## config.mk

```make
export PLATFORM = sky130hd
export DESIGN_NAME = ccpu_unit
export DESIGN_NICKNAME = d
export VERILOG_FILES = /design/src/logic/ccpu_pkg.sv /design/src/logic/ccpu_time_base.sv /design/src/logic/ccpu_unit.sv
export SDC_FILE = /design/constraint.sdc
export NUM_CORES = 1
export LEC_CHECK = 0
export BUFFER_PORTS_ARGS = -buffer_cell sky130_fd_sc_hd__buf_2
export CAP_MARGIN = 15
export CORE_MARGIN = 8
export CORE_UTILIZATION = 52
export CTS_CLUSTER_SIZE = 8
export DETAILED_ROUTE_END_ITERATION = 16
export PLACE_DENSITY = 0.77
export SYNTH_ARGS = -nofsm -noshare
export SYNTH_HDL_FRONTEND = slang
export SYNTH_SLANG_ARGS = --single-unit
export TNS_END_PERCENT = 30
```

## constraint.sdc

```tcl
create_clock -name sys_clk -period 2.2 [get_ports sys_clk]
set_clock_uncertainty 0.15 [all_clocks]
set_input_delay 0.22 -clock sys_clk [delete_from_list [all_inputs] [get_ports sys_clk]]
set_output_delay 0.22 -clock sys_clk [all_outputs]
set_load 0.02 [all_outputs]
```

## src/logic/ccpu_pkg.sv

```systemverilog
// Purpose: Shared constants and types of the capture/compare/PWM unit
// Assumes: 16-bit register port, 3-bit register address
// Notes:   Field layouts are packed structs so no bit position is bare
package ccpu_pkg;

	// ---------------------------------------------------------------
	// Register port geometry and map
	// ---------------------------------------------------------------
	localparam int         DATA_W   = 16;   // Register data width
	localparam int         ADDR_W   = 3;    // Register address width
	localparam logic [2:0] REG_CTRL = 3'h0; // unit_control_register
	localparam logic [2:0] REG_VLO  = 3'h1; // capture_value_low / duty MSBs
	localparam logic [2:0] REG_VHI  = 3'h2; // capture_value_high / duty buf
	localparam logic [2:0] REG_PER  = 3'h3; // pwm_period_register
	localparam logic [2:0] REG_TCON = 3'h4; // pwm_timer_control
	localparam logic [2:0] REG_TCNT = 3'h5; // pwm_timer_count, read only
	localparam logic [2:0] REG_TSEL = 3'h6; // timer_select_register
	localparam logic [2:0] REG_IRQ  = 3'h7; // Flag, enable, pin latch

	// ---------------------------------------------------------------
	// Mode field encodings (eight are defaults of the unit's parameters)
	// ---------------------------------------------------------------
	localparam logic [3:0] MODE_OFF    = 4'h0; // Unit off, pin released
	localparam logic [3:0] MODE_CMP_TG = 4'h2; // Compare, toggle pin
	localparam logic [3:0] MODE_CMP_LT = 4'h3; // Compare, pin follows latch
	localparam logic [3:0] MODE_CAP_F  = 4'h4; // Capture every falling edge
	localparam logic [3:0] MODE_CAP_R  = 4'h5; // Capture every rising edge
	localparam logic [3:0] MODE_CAP_R4 = 4'h6; // Every 4th rising edge
	localparam logic [3:0] MODE_CAP_RG = 4'h7; // Every 16th rising edge
	localparam logic [3:0] MODE_CMP_HI = 4'h8; // Compare, drive pin high
	localparam logic [3:0] MODE_CMP_LO = 4'h9; // Compare, drive pin low
	localparam logic [3:0] MODE_CMP_SW = 4'ha; // Compare, interrupt only
	localparam logic [3:0] MODE_CMP_SE = 4'hb; // Compare, special event
	localparam logic [3:0] MODE_PWM    = 4'hc; // PWM (upper two bits 11)
	localparam logic [1:0] PWM_TOP     = 2'h3; // Mode bits 3:2 for PWM

	// ---------------------------------------------------------------
	// Prescaler and counter limits, reset values
	// ---------------------------------------------------------------
	localparam logic [3:0] PRE1_LIM  = 4'h0; // Timer prescale 1
	localparam logic [3:0] PRE4_LIM  = 4'h3; // Timer prescale 4
	localparam logic [3:0] PRE16_LIM = 4'hf; // Timer prescale 16
	localparam logic [1:0] QMAX      = 2'h3; // Last quarter step
	localparam logic [3:0] CAP4_LIM  = 4'h3; // Edge count for 4th edge
	localparam logic [3:0] CAP16_LIM = 4'hf; // Edge count for 16th edge
	localparam logic [7:0] RST_PER   = 8'hff; // Period register reset

	// ---------------------------------------------------------------
	// Register layouts and carriers
	// ---------------------------------------------------------------
	typedef struct packed {
		logic [1:0] dutyLowBits; // Two duty LSBs
		logic [3:0] mode;        // unit_mode_field
	} ccpu_ctrl_s;

	typedef struct packed {
		logic [3:0] post;  // Postscale, events minus one
		logic       on;    // Timer run
		logic [1:0] pre;   // 00 = 1, 01 = 4, 1x = 16
	} ccpu_tcon_s;

	typedef struct packed {
		logic latch;  // Pin latch for compare-latch mode
		logic enable; // unit_irq_enable
		logic flag;   // unit_irq_flag
	} ccpu_irq_s;

	typedef struct packed {
		logic [7:0] count;    // pwm_timer_count
		logic [1:0] quarter;  // Quarter-step extension
		logic       rollover; // Pulse: count just cleared on period
	} ccpu_base_s;

endpackage : ccpu_pkg

```

## src/logic/ccpu_time_base.sv

```systemverilog
// Purpose: Period-register timer with prescaler and postscaler for PWM
// Assumes: One sys_clk is one quarter step at prescale 1
// Notes:   Postscaler output never feeds back into the period
`timescale 1ns/10ps
`default_nettype none
module ccpu_time_base (
	input  wire logic              sys_clk,   // System clock
	input  wire logic              nrst,      // Async reset, active low
	input  wire ccpu_pkg::ccpu_tcon_s tcon,   // Timer control
	input  wire logic [7:0]        period,    // pwm_period_register
	output ccpu_pkg::ccpu_base_s   base,      // Count and rollover
	output logic                   postEvent  // Postscaled period pulse
);

	// ---------------------------------------------------------------
	// State
	// ---------------------------------------------------------------
	typedef struct packed {
		logic [3:0]           pre;  // Prescale divider
		logic [3:0]           post; // Postscale counter
		logic                 postEv;
		ccpu_pkg::ccpu_base_s b;
	} ccpu_tb_s;

	ccpu_tb_s s;       // Registered state
	ccpu_tb_s next_s;  // Next state

	// Prescale limit from the two select bits
	function automatic logic [3:0] preLimit(input logic [1:0] sel);
		unique case (sel)
			2'h0:    preLimit = ccpu_pkg::PRE1_LIM;
			2'h1:    preLimit = ccpu_pkg::PRE4_LIM;
			default: preLimit = ccpu_pkg::PRE16_LIM;
		endcase
	endfunction : preLimit

	// Count quarter steps; clear on the step after the period match
	always_comb begin
		next_s = s;
		next_s.b.rollover = 1'b0;
		next_s.postEv = 1'b0;
		if (!tcon.on) begin
			next_s.pre = '0;
		end else if (s.pre < preLimit(tcon.pre)) begin
			next_s.pre = s.pre + 4'h1;
		end else begin
			next_s.pre = '0;
			if (s.b.count == period && s.b.quarter == ccpu_pkg::QMAX) begin
				next_s.b.count = '0;
				next_s.b.quarter = '0;
				next_s.b.rollover = 1'b1;
				// Postscaler only counts periods, it never shortens them
				if (s.post == tcon.post) begin
					next_s.post = '0;
					next_s.postEv = 1'b1;
				end else begin
					next_s.post = s.post + 4'h1;
				end
			end else begin
				next_s.b.quarter = s.b.quarter + 2'h1;
				if (s.b.quarter == ccpu_pkg::QMAX) begin
					next_s.b.count = s.b.count + 8'h01;
				end
			end
		end
	end

	// State register
	always_ff @(posedge sys_clk or negedge nrst) begin
		if (!nrst) begin
			s <= '0;
		end else begin
			s <= next_s;
		end
	end

	assign base = s.b;
	assign postEvent = s.postEv;

endmodule : ccpu_time_base
`default_nettype wire

```

## src/logic/ccpu_unit.sv

```systemverilog
// Purpose: Capture/compare/PWM unit with register port and one pin
// Assumes: Pin and timer inputs are synchronous to sys_clk
// Notes:   Read data appear in the cycle after the read strobe
//
// The register addresses and strobed register access were chosen for this implementation.
`timescale 1ns/10ps
`default_nettype none
module ccpu_unit #(
	parameter logic [3:0] M_CMP_TG = ccpu_pkg::MODE_CMP_TG, // Toggle
	parameter logic [3:0] M_CMP_LT = ccpu_pkg::MODE_CMP_LT, // Latch
	parameter logic [3:0] M_CAP_F  = ccpu_pkg::MODE_CAP_F,  // Falling
	parameter logic [3:0] M_CAP_R  = ccpu_pkg::MODE_CAP_R,  // Rising
	parameter logic [3:0] M_CAP_R4 = ccpu_pkg::MODE_CAP_R4, // 4th rise
	parameter logic [3:0] M_CAP_RG = ccpu_pkg::MODE_CAP_RG, // 16th rise
	parameter logic [3:0] M_CMP_HI = ccpu_pkg::MODE_CMP_HI, // Set pin
	parameter logic [3:0] M_CMP_LO = ccpu_pkg::MODE_CMP_LO  // Clear pin
) (
	input  wire logic        sys_clk,      // System clock, 200 MHz
	input  wire logic        nrst,         // Async reset, active low
	input  wire logic [2:0]  regAddr,      // Register address
	input  wire logic [15:0] regWdata,     // Register write data
	input  wire logic        regWr,        // Write strobe
	input  wire logic        regRd,        // Read strobe
	output logic      [15:0] regRdata,     // Read data, one cycle later
	input  wire logic [15:0] timerCountA,  // 16-bit timer, select 0
	input  wire logic [15:0] timerCountB,  // 16-bit timer, select 1
	output logic             timerSelect,  // Which timer is assigned
	output logic             timerClear,   // Clear assigned timer, pulse
	output logic             specialEvent, // Trigger to peers, pulse
	output logic             postEvent,    // PWM timer postscaled pulse
	input  wire logic        unitPinIn,    // unit_pin input level
	output logic             unitPinOut,   // unit_pin drive level
	output logic             unitPinOe,    // unit_pin output enable
	output logic             unitIrq       // Flag gated by enable
);

	// ---------------------------------------------------------------
	// State
	// ---------------------------------------------------------------
	typedef struct packed {
		ccpu_pkg::ccpu_ctrl_s ctrl;     // unit_control_register
		logic [7:0]           valLow;   // capture_value_low
		logic [7:0]           valHigh;  // capture_value_high
		logic [7:0]           period;   // pwm_period_register
		ccpu_pkg::ccpu_tcon_s tcon;     // pwm_timer_control
		logic                 tsel;     // timer_select_register
		ccpu_pkg::ccpu_irq_s  irq;      // Flag, enable, latch
		logic                 pinPrev;  // Pin level one cycle ago
		logic [3:0]           edgeCnt;  // Capture edge prescaler
		logic                 cmpEq;    // Compare equality last cycle
		logic                 pin;      // Driven pin level
		logic [1:0]           dutyLsb;  // Two-bit duty latch
		logic                 special;  // Special event pulse
		logic [15:0]          rdata;    // Read data register
	} ccpu_state_s;

	ccpu_state_s s;        // Registered state
	ccpu_state_s next_s;   // Next state

	ccpu_pkg::ccpu_base_s base;     // PWM time base
	logic                 postPulse; // Postscaler output
	logic [15:0]          selTimer;  // Assigned 16-bit timer
	logic                 riseEdge;  // Rising edge on the pin
	logic                 fallEdge;  // Falling edge on the pin
	logic                 capEvent;  // Selected capture event
	logic                 cmpHit;    // First cycle of a compare match
	logic [9:0]           dutyNew;   // Software duty value

	// ---------------------------------------------------------------
	// Mode decoding
	// ---------------------------------------------------------------
	function automatic logic isCapture(input logic [3:0] m);
		isCapture = (m == M_CAP_F) || (m == M_CAP_R) ||
			(m == M_CAP_R4) || (m == M_CAP_RG);
	endfunction : isCapture

	function automatic logic isPwm(input logic [3:0] m);
		isPwm = (m[3:2] == ccpu_pkg::PWM_TOP);
	endfunction : isPwm

	function automatic logic isCompare(input logic [3:0] m);
		isCompare = (m == M_CMP_TG) || (m == M_CMP_LT) ||
			(m == M_CMP_HI) || (m == M_CMP_LO) ||
			(m == ccpu_pkg::MODE_CMP_SW) || (m == ccpu_pkg::MODE_CMP_SE);
	endfunction : isCompare

	// ---------------------------------------------------------------
	// PWM time base
	// ---------------------------------------------------------------
	// Own period-register timer, never the 16-bit capture timers
	ccpu_time_base u_base (
		.sys_clk   (sys_clk),
		.nrst      (nrst),
		.tcon      (s.tcon),
		.period    (s.period),
		.base      (base),
		.postEvent (postPulse)
	);

	// ---------------------------------------------------------------
	// Event detection
	// ---------------------------------------------------------------
	// Assigned 16-bit timer; capture and compare share the choice
	assign selTimer = s.tsel ? timerCountB : timerCountA;
	assign riseEdge = unitPinIn & ~s.pinPrev;
	assign fallEdge = ~unitPinIn & s.pinPrev;
	// Rising duty of the 10-bit value: eight MSBs then two LSBs
	assign dutyNew = {s.valLow, s.ctrl.dutyLowBits};

	// Pick the capture event; 4th and 16th use the edge prescaler
	always_comb begin
		unique case (s.ctrl.mode)
			M_CAP_F:  capEvent = fallEdge;
			M_CAP_R:  capEvent = riseEdge;
			M_CAP_R4: capEvent = riseEdge &&
				((s.edgeCnt & ccpu_pkg::CAP4_LIM) == ccpu_pkg::CAP4_LIM);
			M_CAP_RG: capEvent = riseEdge &&
				(s.edgeCnt == ccpu_pkg::CAP16_LIM);
			default:  capEvent = 1'b0;
		endcase
	end

	// A match fires once when equality appears, not every cycle
	// that a stopped timer keeps the same count
	assign cmpHit = isCompare(s.ctrl.mode) &&
		(selTimer == {s.valHigh, s.valLow}) && !s.cmpEq;

	// ---------------------------------------------------------------
	// Next state
	// ---------------------------------------------------------------
	always_comb begin
		next_s = s;
		next_s.special = 1'b0;
		next_s.pinPrev = unitPinIn;
		next_s.cmpEq = selTimer == {s.valHigh, s.valLow};
		next_s.rdata = '0;

		// Software writes first; hardware events below override them
		if (regWr) begin
			unique case (regAddr)
				ccpu_pkg::REG_CTRL: next_s.ctrl = regWdata[5:0];
				ccpu_pkg::REG_VLO:  next_s.valLow = regWdata[7:0];
				ccpu_pkg::REG_VHI: begin
					// Duty buffer is not writable in PWM mode, even with the timer stopped
					if (!isPwm(s.ctrl.mode)) begin
						next_s.valHigh = regWdata[7:0];
					end
				end
				ccpu_pkg::REG_PER:  next_s.period = regWdata[7:0];
				ccpu_pkg::REG_TCON: next_s.tcon = regWdata[6:0];
				ccpu_pkg::REG_TSEL: next_s.tsel = regWdata[0];
				ccpu_pkg::REG_IRQ:  next_s.irq = regWdata[2:0];
				default: ;
			endcase
		end

		// Edge prescaler: held at zero unless capturing; a change
		// between capture modes keeps the count running
		if (!isCapture(next_s.ctrl.mode)) begin
			next_s.edgeCnt = '0;
		end else if (riseEdge && isCapture(s.ctrl.mode)) begin
			next_s.edgeCnt = s.edgeCnt + 4'h1;
		end

		// Capture: newest count wins over any unread one
		if (isCapture(s.ctrl.mode) && capEvent) begin
			next_s.valHigh = selTimer[15:8];
			next_s.valLow = selTimer[7:0];
			next_s.irq.flag = 1'b1;
		end

		// Compare: pin action and flag in the same edge
		if (cmpHit) begin
			next_s.irq.flag = 1'b1;
			unique case (s.ctrl.mode)
				M_CMP_HI: next_s.pin = 1'b1;
				M_CMP_LO: next_s.pin = 1'b0;
				M_CMP_TG: next_s.pin = ~s.pin;
				ccpu_pkg::MODE_CMP_SE: next_s.special = 1'b1;
				default: ; // Interrupt-only keeps the pin as it is
			endcase
		end
		if (s.ctrl.mode == M_CMP_LT) begin
			next_s.pin = s.irq.latch;
		end

		// PWM: load duty and set pin on rollover unless duty is zero, clear on duty match
		if (isPwm(s.ctrl.mode)) begin
			if (base.rollover) begin
				next_s.valHigh = dutyNew[9:2];
				next_s.dutyLsb = dutyNew[1:0];
				next_s.pin = (dutyNew != '0);
			end else if ({s.valHigh, s.dutyLsb} ==
				{base.count, base.quarter}) begin
				// A duty past the period never matches, pin stays high
				next_s.pin = 1'b0;
			end
		end else if (s.ctrl.mode == ccpu_pkg::MODE_OFF) begin
			next_s.pin = 1'b0;
		end

		// Read data, registered for the following cycle
		if (regRd) begin
			unique case (regAddr)
				ccpu_pkg::REG_CTRL: next_s.rdata = 16'(s.ctrl);
				ccpu_pkg::REG_VLO:  next_s.rdata = 16'(s.valLow);
				ccpu_pkg::REG_VHI:  next_s.rdata = 16'(s.valHigh);
				ccpu_pkg::REG_PER:  next_s.rdata = 16'(s.period);
				ccpu_pkg::REG_TCON: next_s.rdata = 16'(s.tcon);
				ccpu_pkg::REG_TCNT: next_s.rdata = 16'(base.count);
				ccpu_pkg::REG_TSEL: next_s.rdata = 16'(s.tsel);
				ccpu_pkg::REG_IRQ:  next_s.rdata = 16'(s.irq);
				default: next_s.rdata = '0;
			endcase
		end
	end

	// ---------------------------------------------------------------
	// State register
	// ---------------------------------------------------------------
	always_ff @(posedge sys_clk or negedge nrst) begin
		if (!nrst) begin
			s <= '{
				ctrl: '0, valLow: '0, valHigh: '0,
				period: ccpu_pkg::RST_PER, tcon: '0, tsel: 1'b0,
				irq: '0, pinPrev: 1'b0, edgeCnt: '0, cmpEq: 1'b0,
				pin: 1'b0, dutyLsb: '0, special: 1'b0, rdata: '0
			};
		end else begin
			s <= next_s;
		end
	end

	// ---------------------------------------------------------------
	// Outputs
	// ---------------------------------------------------------------
	assign regRdata = s.rdata;
	assign timerSelect = s.tsel;
	assign specialEvent = s.special;
	assign timerClear = s.special;
	assign postEvent = postPulse;
	assign unitPinOut = s.pin;
	// Drive in compare and PWM; capture and off leave the pin free
	assign unitPinOe = isCompare(s.ctrl.mode) || isPwm(s.ctrl.mode);
	assign unitIrq = s.irq.flag & s.irq.enable;

endmodule : ccpu_unit
`default_nettype wire

```

# Word level (Yosys, flattened, before mapping)
# Index checks and enable logic that the tools add are counted.
totals:
  register_bits: 87
  in_bits: 56
  output_inout_bits: 23
  elab_cells: 150
op_classes:
  addsub: 5
  magnitude_cmp: 1
  eq_ne: 31
  n_mux: 41
  n_bitwise: 7
  n_reduce_logical: 40
op_table:
  columns: ["cell", "count"]
  rows:
  - ["16-bit case mux with 8 select lines", 1]
  - ["8-bit 2-to-1 mux", 7]
  - ["16-bit 2-to-1 mux", 3]
  - ["39-bit 2-to-1 mux", 1]
  - ["4-bit by 3-bit equality test with 1-bit output, second input constant", 8]
  - ["4-bit 2-to-1 mux", 7]
  - ["12-bit 2-to-1 mux", 2]
  - ["4-bit equality test, second input constant", 5]
  - ["2-bit AND reduction", 9]
  - ["16-bit equality test", 1]
  - ["1-bit 2-to-1 mux", 14]
  - ["4-bit by 1-bit adder with 4-bit output, second input constant", 3]
  - ["3-bit equality test, second input constant", 4]
  - ["1-bit logical OR", 12]
  - ["10-bit equality test", 1]
  - ["10-bit 2-to-1 mux", 1]
  - ["10-bit nonzero test", 1]
  - ["8-bit by 1-bit adder with 8-bit output, second input constant", 1]
  - ["4-bit by 2-bit equality test with 1-bit output, second input constant", 2]
  - ["8-bit equality test", 1]
  - ["4-bit case mux with 2 select lines", 1]
  - ["1-bit logical AND", 7]
  - ["7-bit 2-to-1 mux", 1]
  - ["2-bit equality test, second input constant", 3]
  - ["other kinds (19)", 29]

# Logic depth before layout (Yosys ltp)
depth:
  word_depth: 13
  depth_mapped: 8
  mapped_depth_nobuf: 7

# Modules after synthesis
# Synthesis repeated with hierarchy kept, for this count alone.
hier_totals:
  hier_cells: 477
  hier_area_um2: 4907.2
modules_own_cells:
  columns: ["module", "instances", "cells_each", "area_each_um2", "seq_area_each_um2"]
  rows:
  - ["ccpu_unit", 1, 350, 3653.5, 1486.4]
  - ["ccpu_time_base", 1, 127, 1253.7, 500.5]

# Least setup slack after synthesis
# No wires, ideal clock.
synth_timing:
  kind: "register to register"
  start: "reg s, in the netlist timerSelect"
  end: "reg s, in the netlist unitPinOut"
  setup_ns: 0.077
  arrival_time_ns: 2.108
  required_ns: 1.973
  setup_slack_ns: -0.135
  stages_incl_launch_ff: 9
  n_path_buf: 2
  synth_period_minus_slack_ns: 2.335
  cell_sequence: "dfrtp_1 buf_6 buf_12 mux2i_2 xnor2_1 nor4_1 nand4_1 or4_4 a21oi_1"
synth_lines:
  columns: ["item", "line_no", "rtl"]
  rows:
  - ["start, declared", "ccpu_unit.sv:57", "ccpu_state_s s;"]
  - ["start signal, assigned", "ccpu_unit.sv:223", "s <= '{"]
  - ["start signal, assigned", "ccpu_unit.sv:230", "s <= next_s;"]

==> flow_summary.json <==
{
  "core_mm2": 0.00915,
  "nets": 626,
  "path_clk_slew_ps": 90,
  "drv_slew": 0,
  "wl_mm": 13.0,
  "wl_per_cell_um": 19.2,
  "worst_slack_ps": -198,
  "synth_flop_cell": "dfrtp_1",
  "path_class": "flop to flop",
  "finalSetupTns_ps": -520,
  "fp.dieH_um": 112,
  "yosysTopAreaCell": "dfrtp_1",
  "setup_viol": 3,
  "start_kind": "flop",
  "netlist_top_cells_area": "dfrtp_1 37%, mux2_2 10%, mux2i_1 8.9%",
  "syn_avg_cell_area_um2": 10.0,
  "status": "finished, violations left",
  "dp_slack_ps": -282,
  "fin_crit_sh": 1.09,
  "ys_seq_area_frac": 0.411,
  "area_growth_pct": 19.1,
  "synth_edf_count": 0,
  "grt_pass1_wl_mm": 21.1,
  "drive_gt1_frac": 0.339,
  "cts_buffer_depth": 2,
  "maxCapViolCount": 0,
  "numCtsBuffers": 9,
  "ioPinCount": 79,
  "vdd_drop_max_mv": 0.372,
  "min_path_type": "input port to flop",
  "rsz0062_at_grt": "true",
  "worstPathRequired_ps": 2360,
  "rows": 35,
  "synthesis.area_mm2": 0.00484,
  "diodes": 0,
  "grt_pass1_vias": 4101,
  "dr.pass1.iters": 5,
  "drtAntennaViolNets": 0,
  "slew_headroom": 0.635,
  "async_reset_ff_frac": 1.00,
  "max_freq_mhz": 417,
  "seq_power_share": 0.411,
  "ys_seq_elements": 79,
  "root_buffer": "clkbuf_8",
  "postSynthCellCount": 484,
  "grt_use_total": 0.209,
  "start_util": 0.529,
  "final_area_mm2": 0.00577,
  "end_kind": "flop",
  "yosysMostFrequentCell": "dfrtp_1",
  "hold_slack_ps": -3.38,
  "io_buffers": 62,
  "insertion_delay_ps": 370,
  "violations": "hold timing, setup timing",
  "utilization": 0.630,
  "cellInternalPower_mw": 3.49,
  "gp_congestion": 0.913,
  "antenna_found_initial": 0,
  "drtIter0Drc": 331,
  "drc_errors": 0,
  "dieWidth_um": 112,
  "cts_sinks": 79,
  "p_clk_frac": 0.232,
  "yosys.cell_types.count": 53,
  "r2r_slack_ps": -200,
  "cts_tree": "done",
  "placed_area_mm2": 0.00534,
  "post-route-min-period_ps": 2400,
  "via_per_inst": 5.91,
  "critPathArrivalTime_ps": 2550,
  "hpwl_mm": 9.46,
  "grt_start_max_net_pins": 45,
  "grt-ovfl-total": 0,
  "swShare": 0.356,
  "ys_top_cells_by_count": "71 x dfrtp_1, 45 x mux2_2, 43 x mux2i_1, 34 x o21ai_0",
  "power_density_mw_per_mm2": 940,
  "p_comb_frac": 0.358,
  "stdcell_count": 678,
  "power_switching_mw": 1.93,
  "ys_warn_count": 0,
  "final-hold-violation-count": 1,
  "p_leak_nw": 2.69,
  "register_area_mm2": 0.00199,
  "crit_path_max_fanout": 8,
  "die_area_mm2": 0.0126,
  "multi_input_area_mm2": 0.00269,
  "worst_pin_slew_ps": 546,
  "vias": 4010,
  "htreeDepth": 3,
  "placed_cells": 653,
  "n_fill_cell": 723,
  "yosysTopAreaCellShare": 0.367,
  "power_mw": 5.42
}
==> power by group through the flow <==
| stage | Clock [mW] | Combinational, mW | Sequential [mW] |
|---|---|---|---|
| after detailed placement | 0 | 1.75 | 2.26 |
| after global routing | 1.33 | 2.12 | 2.27 |
| after floorplan | 0 | 1.29 | 2.11 |
| final | 1.26 | 1.94 | 2.23 |
| after CTS | 1.26 | 1.85 | 2.21 |
| after global placement | 0 | 1.70 | 2.25 |
==> layer usage <==
layer / vias to the layer above / GRT usage / wire length [µm]
met5: - / 0 / 0
met4: 0 / 0.0845 / 325
met3: 29 / 0.0488 / 853
met2: 163 / 0.343 / 6390
met1: 1984 / 0.258 / 5440
li1: 1834 / - / -
==> final timing paths <==
check                                        startpoint                     end  cells past startpoint
worst max-delay path            timerSelect$_DFFE_PN0P_    unitPinOut$_DFF_PN0_                      7
min in group asynchronous                          nrst       s[22]$_DFFE_PN0P_                      2
max in group asynchronous                          nrst       s[43]$_DFFE_PN1P_                      3
worst max register to register  timerSelect$_DFFE_PN0P_    unitPinOut$_DFF_PN0_                      7
worst min register to register   u_base.s[16]$_DFF_PN0_  u_base.s[16]$_DFF_PN0_                      1
worst min-delay path                        regWdata[7]       s[44]$_DFFE_PN1P_                      2
==> flip-flops by register name, summed over array words and instances (netlist names) <==
signal            count
s                    38
u_base.postEvent      1
u_base.base          11
specialEvent          1
regRdata              8
timerSelect           1
dutyNew              10
unitPinOut            1
u_base.s              8
==> logic make-up (layout without fill, tap and decap cells) <==
logic type	Yosys count	count (layout)	share of synthesized area
buffers and inverters	56	132	0.0618
AOI/OAI and AO/OA	76	76	0.0933
xor gates and xnor gates	43	43	0.0778
and+or+nand+nor	131	131	0.134
adders and majority gates	8	8	0.0207
muxes	90	90	0.201
DFF	79	79	0.411
other	1	8	0.000775
==> layout make-up <==
type	count	share of cell area
Tap cell	111	0.0241
Clock inverter	5	0.0139
Sequential cell	79	0.345
Clock buffer	11	0.0263
Inverter	14	0.00911
Timing Repair Buffer	102	0.115
Multi-Input combinational cell	356	0.467
==> cells in the final DEF, fill, tap and decap left out, types with 4 or more instances in the layout <==
cell | Yosys | layout
mux2i_2 | 1 | 7
ha_1 | 8 | 8
inv_1 | 14 | 14
o21ai_0 | 34 | 33
nand2b_1 | 7 | 7
buf_4 | 17 | 34
dfrtp_1 | 71 | 70
nand2_1 | 33 | 33
nand4_1 | 6 | 6
nor2b_1 | 9 | 9
and2_1 | 6 | 5
conb_1 | 1 | 8
mux2i_4 | 0 | 4
mux2i_1 | 43 | 33
xor2_1 | 13 | 13
dfstp_2 | 8 | 8
buf_2 | 1 | 61
clkbuf_8 | 0 | 11
mux2_2 | 45 | 45
nand3_1 | 14 | 14
nor3_1 | 5 | 5
xnor2_1 | 30 | 30
a21oi_1 | 15 | 14
nor4_1 | 9 | 8
nor2_1 | 33 | 33
==> timing repair <==
action / in CTS / in global routing
hold buffers: 2 / 0
setup buffers: 6 / 1
resized for setup: 8 / 17
endpoints found under the hold margin: 32 / 0
pin swaps: 2 / 2
setup endpoints to repair: 3 / 15
==> critical path: stages, from the launching register on <==
cell and delay [ps]:
dfrtp_4 520, buf_8 170, mux2i_4 190, xnor2_1 130, nor4_1 350, nand4_1 240, or4_4 470, a21oi_2 120
Note: power is estimated with default switching activity, not from simulation.
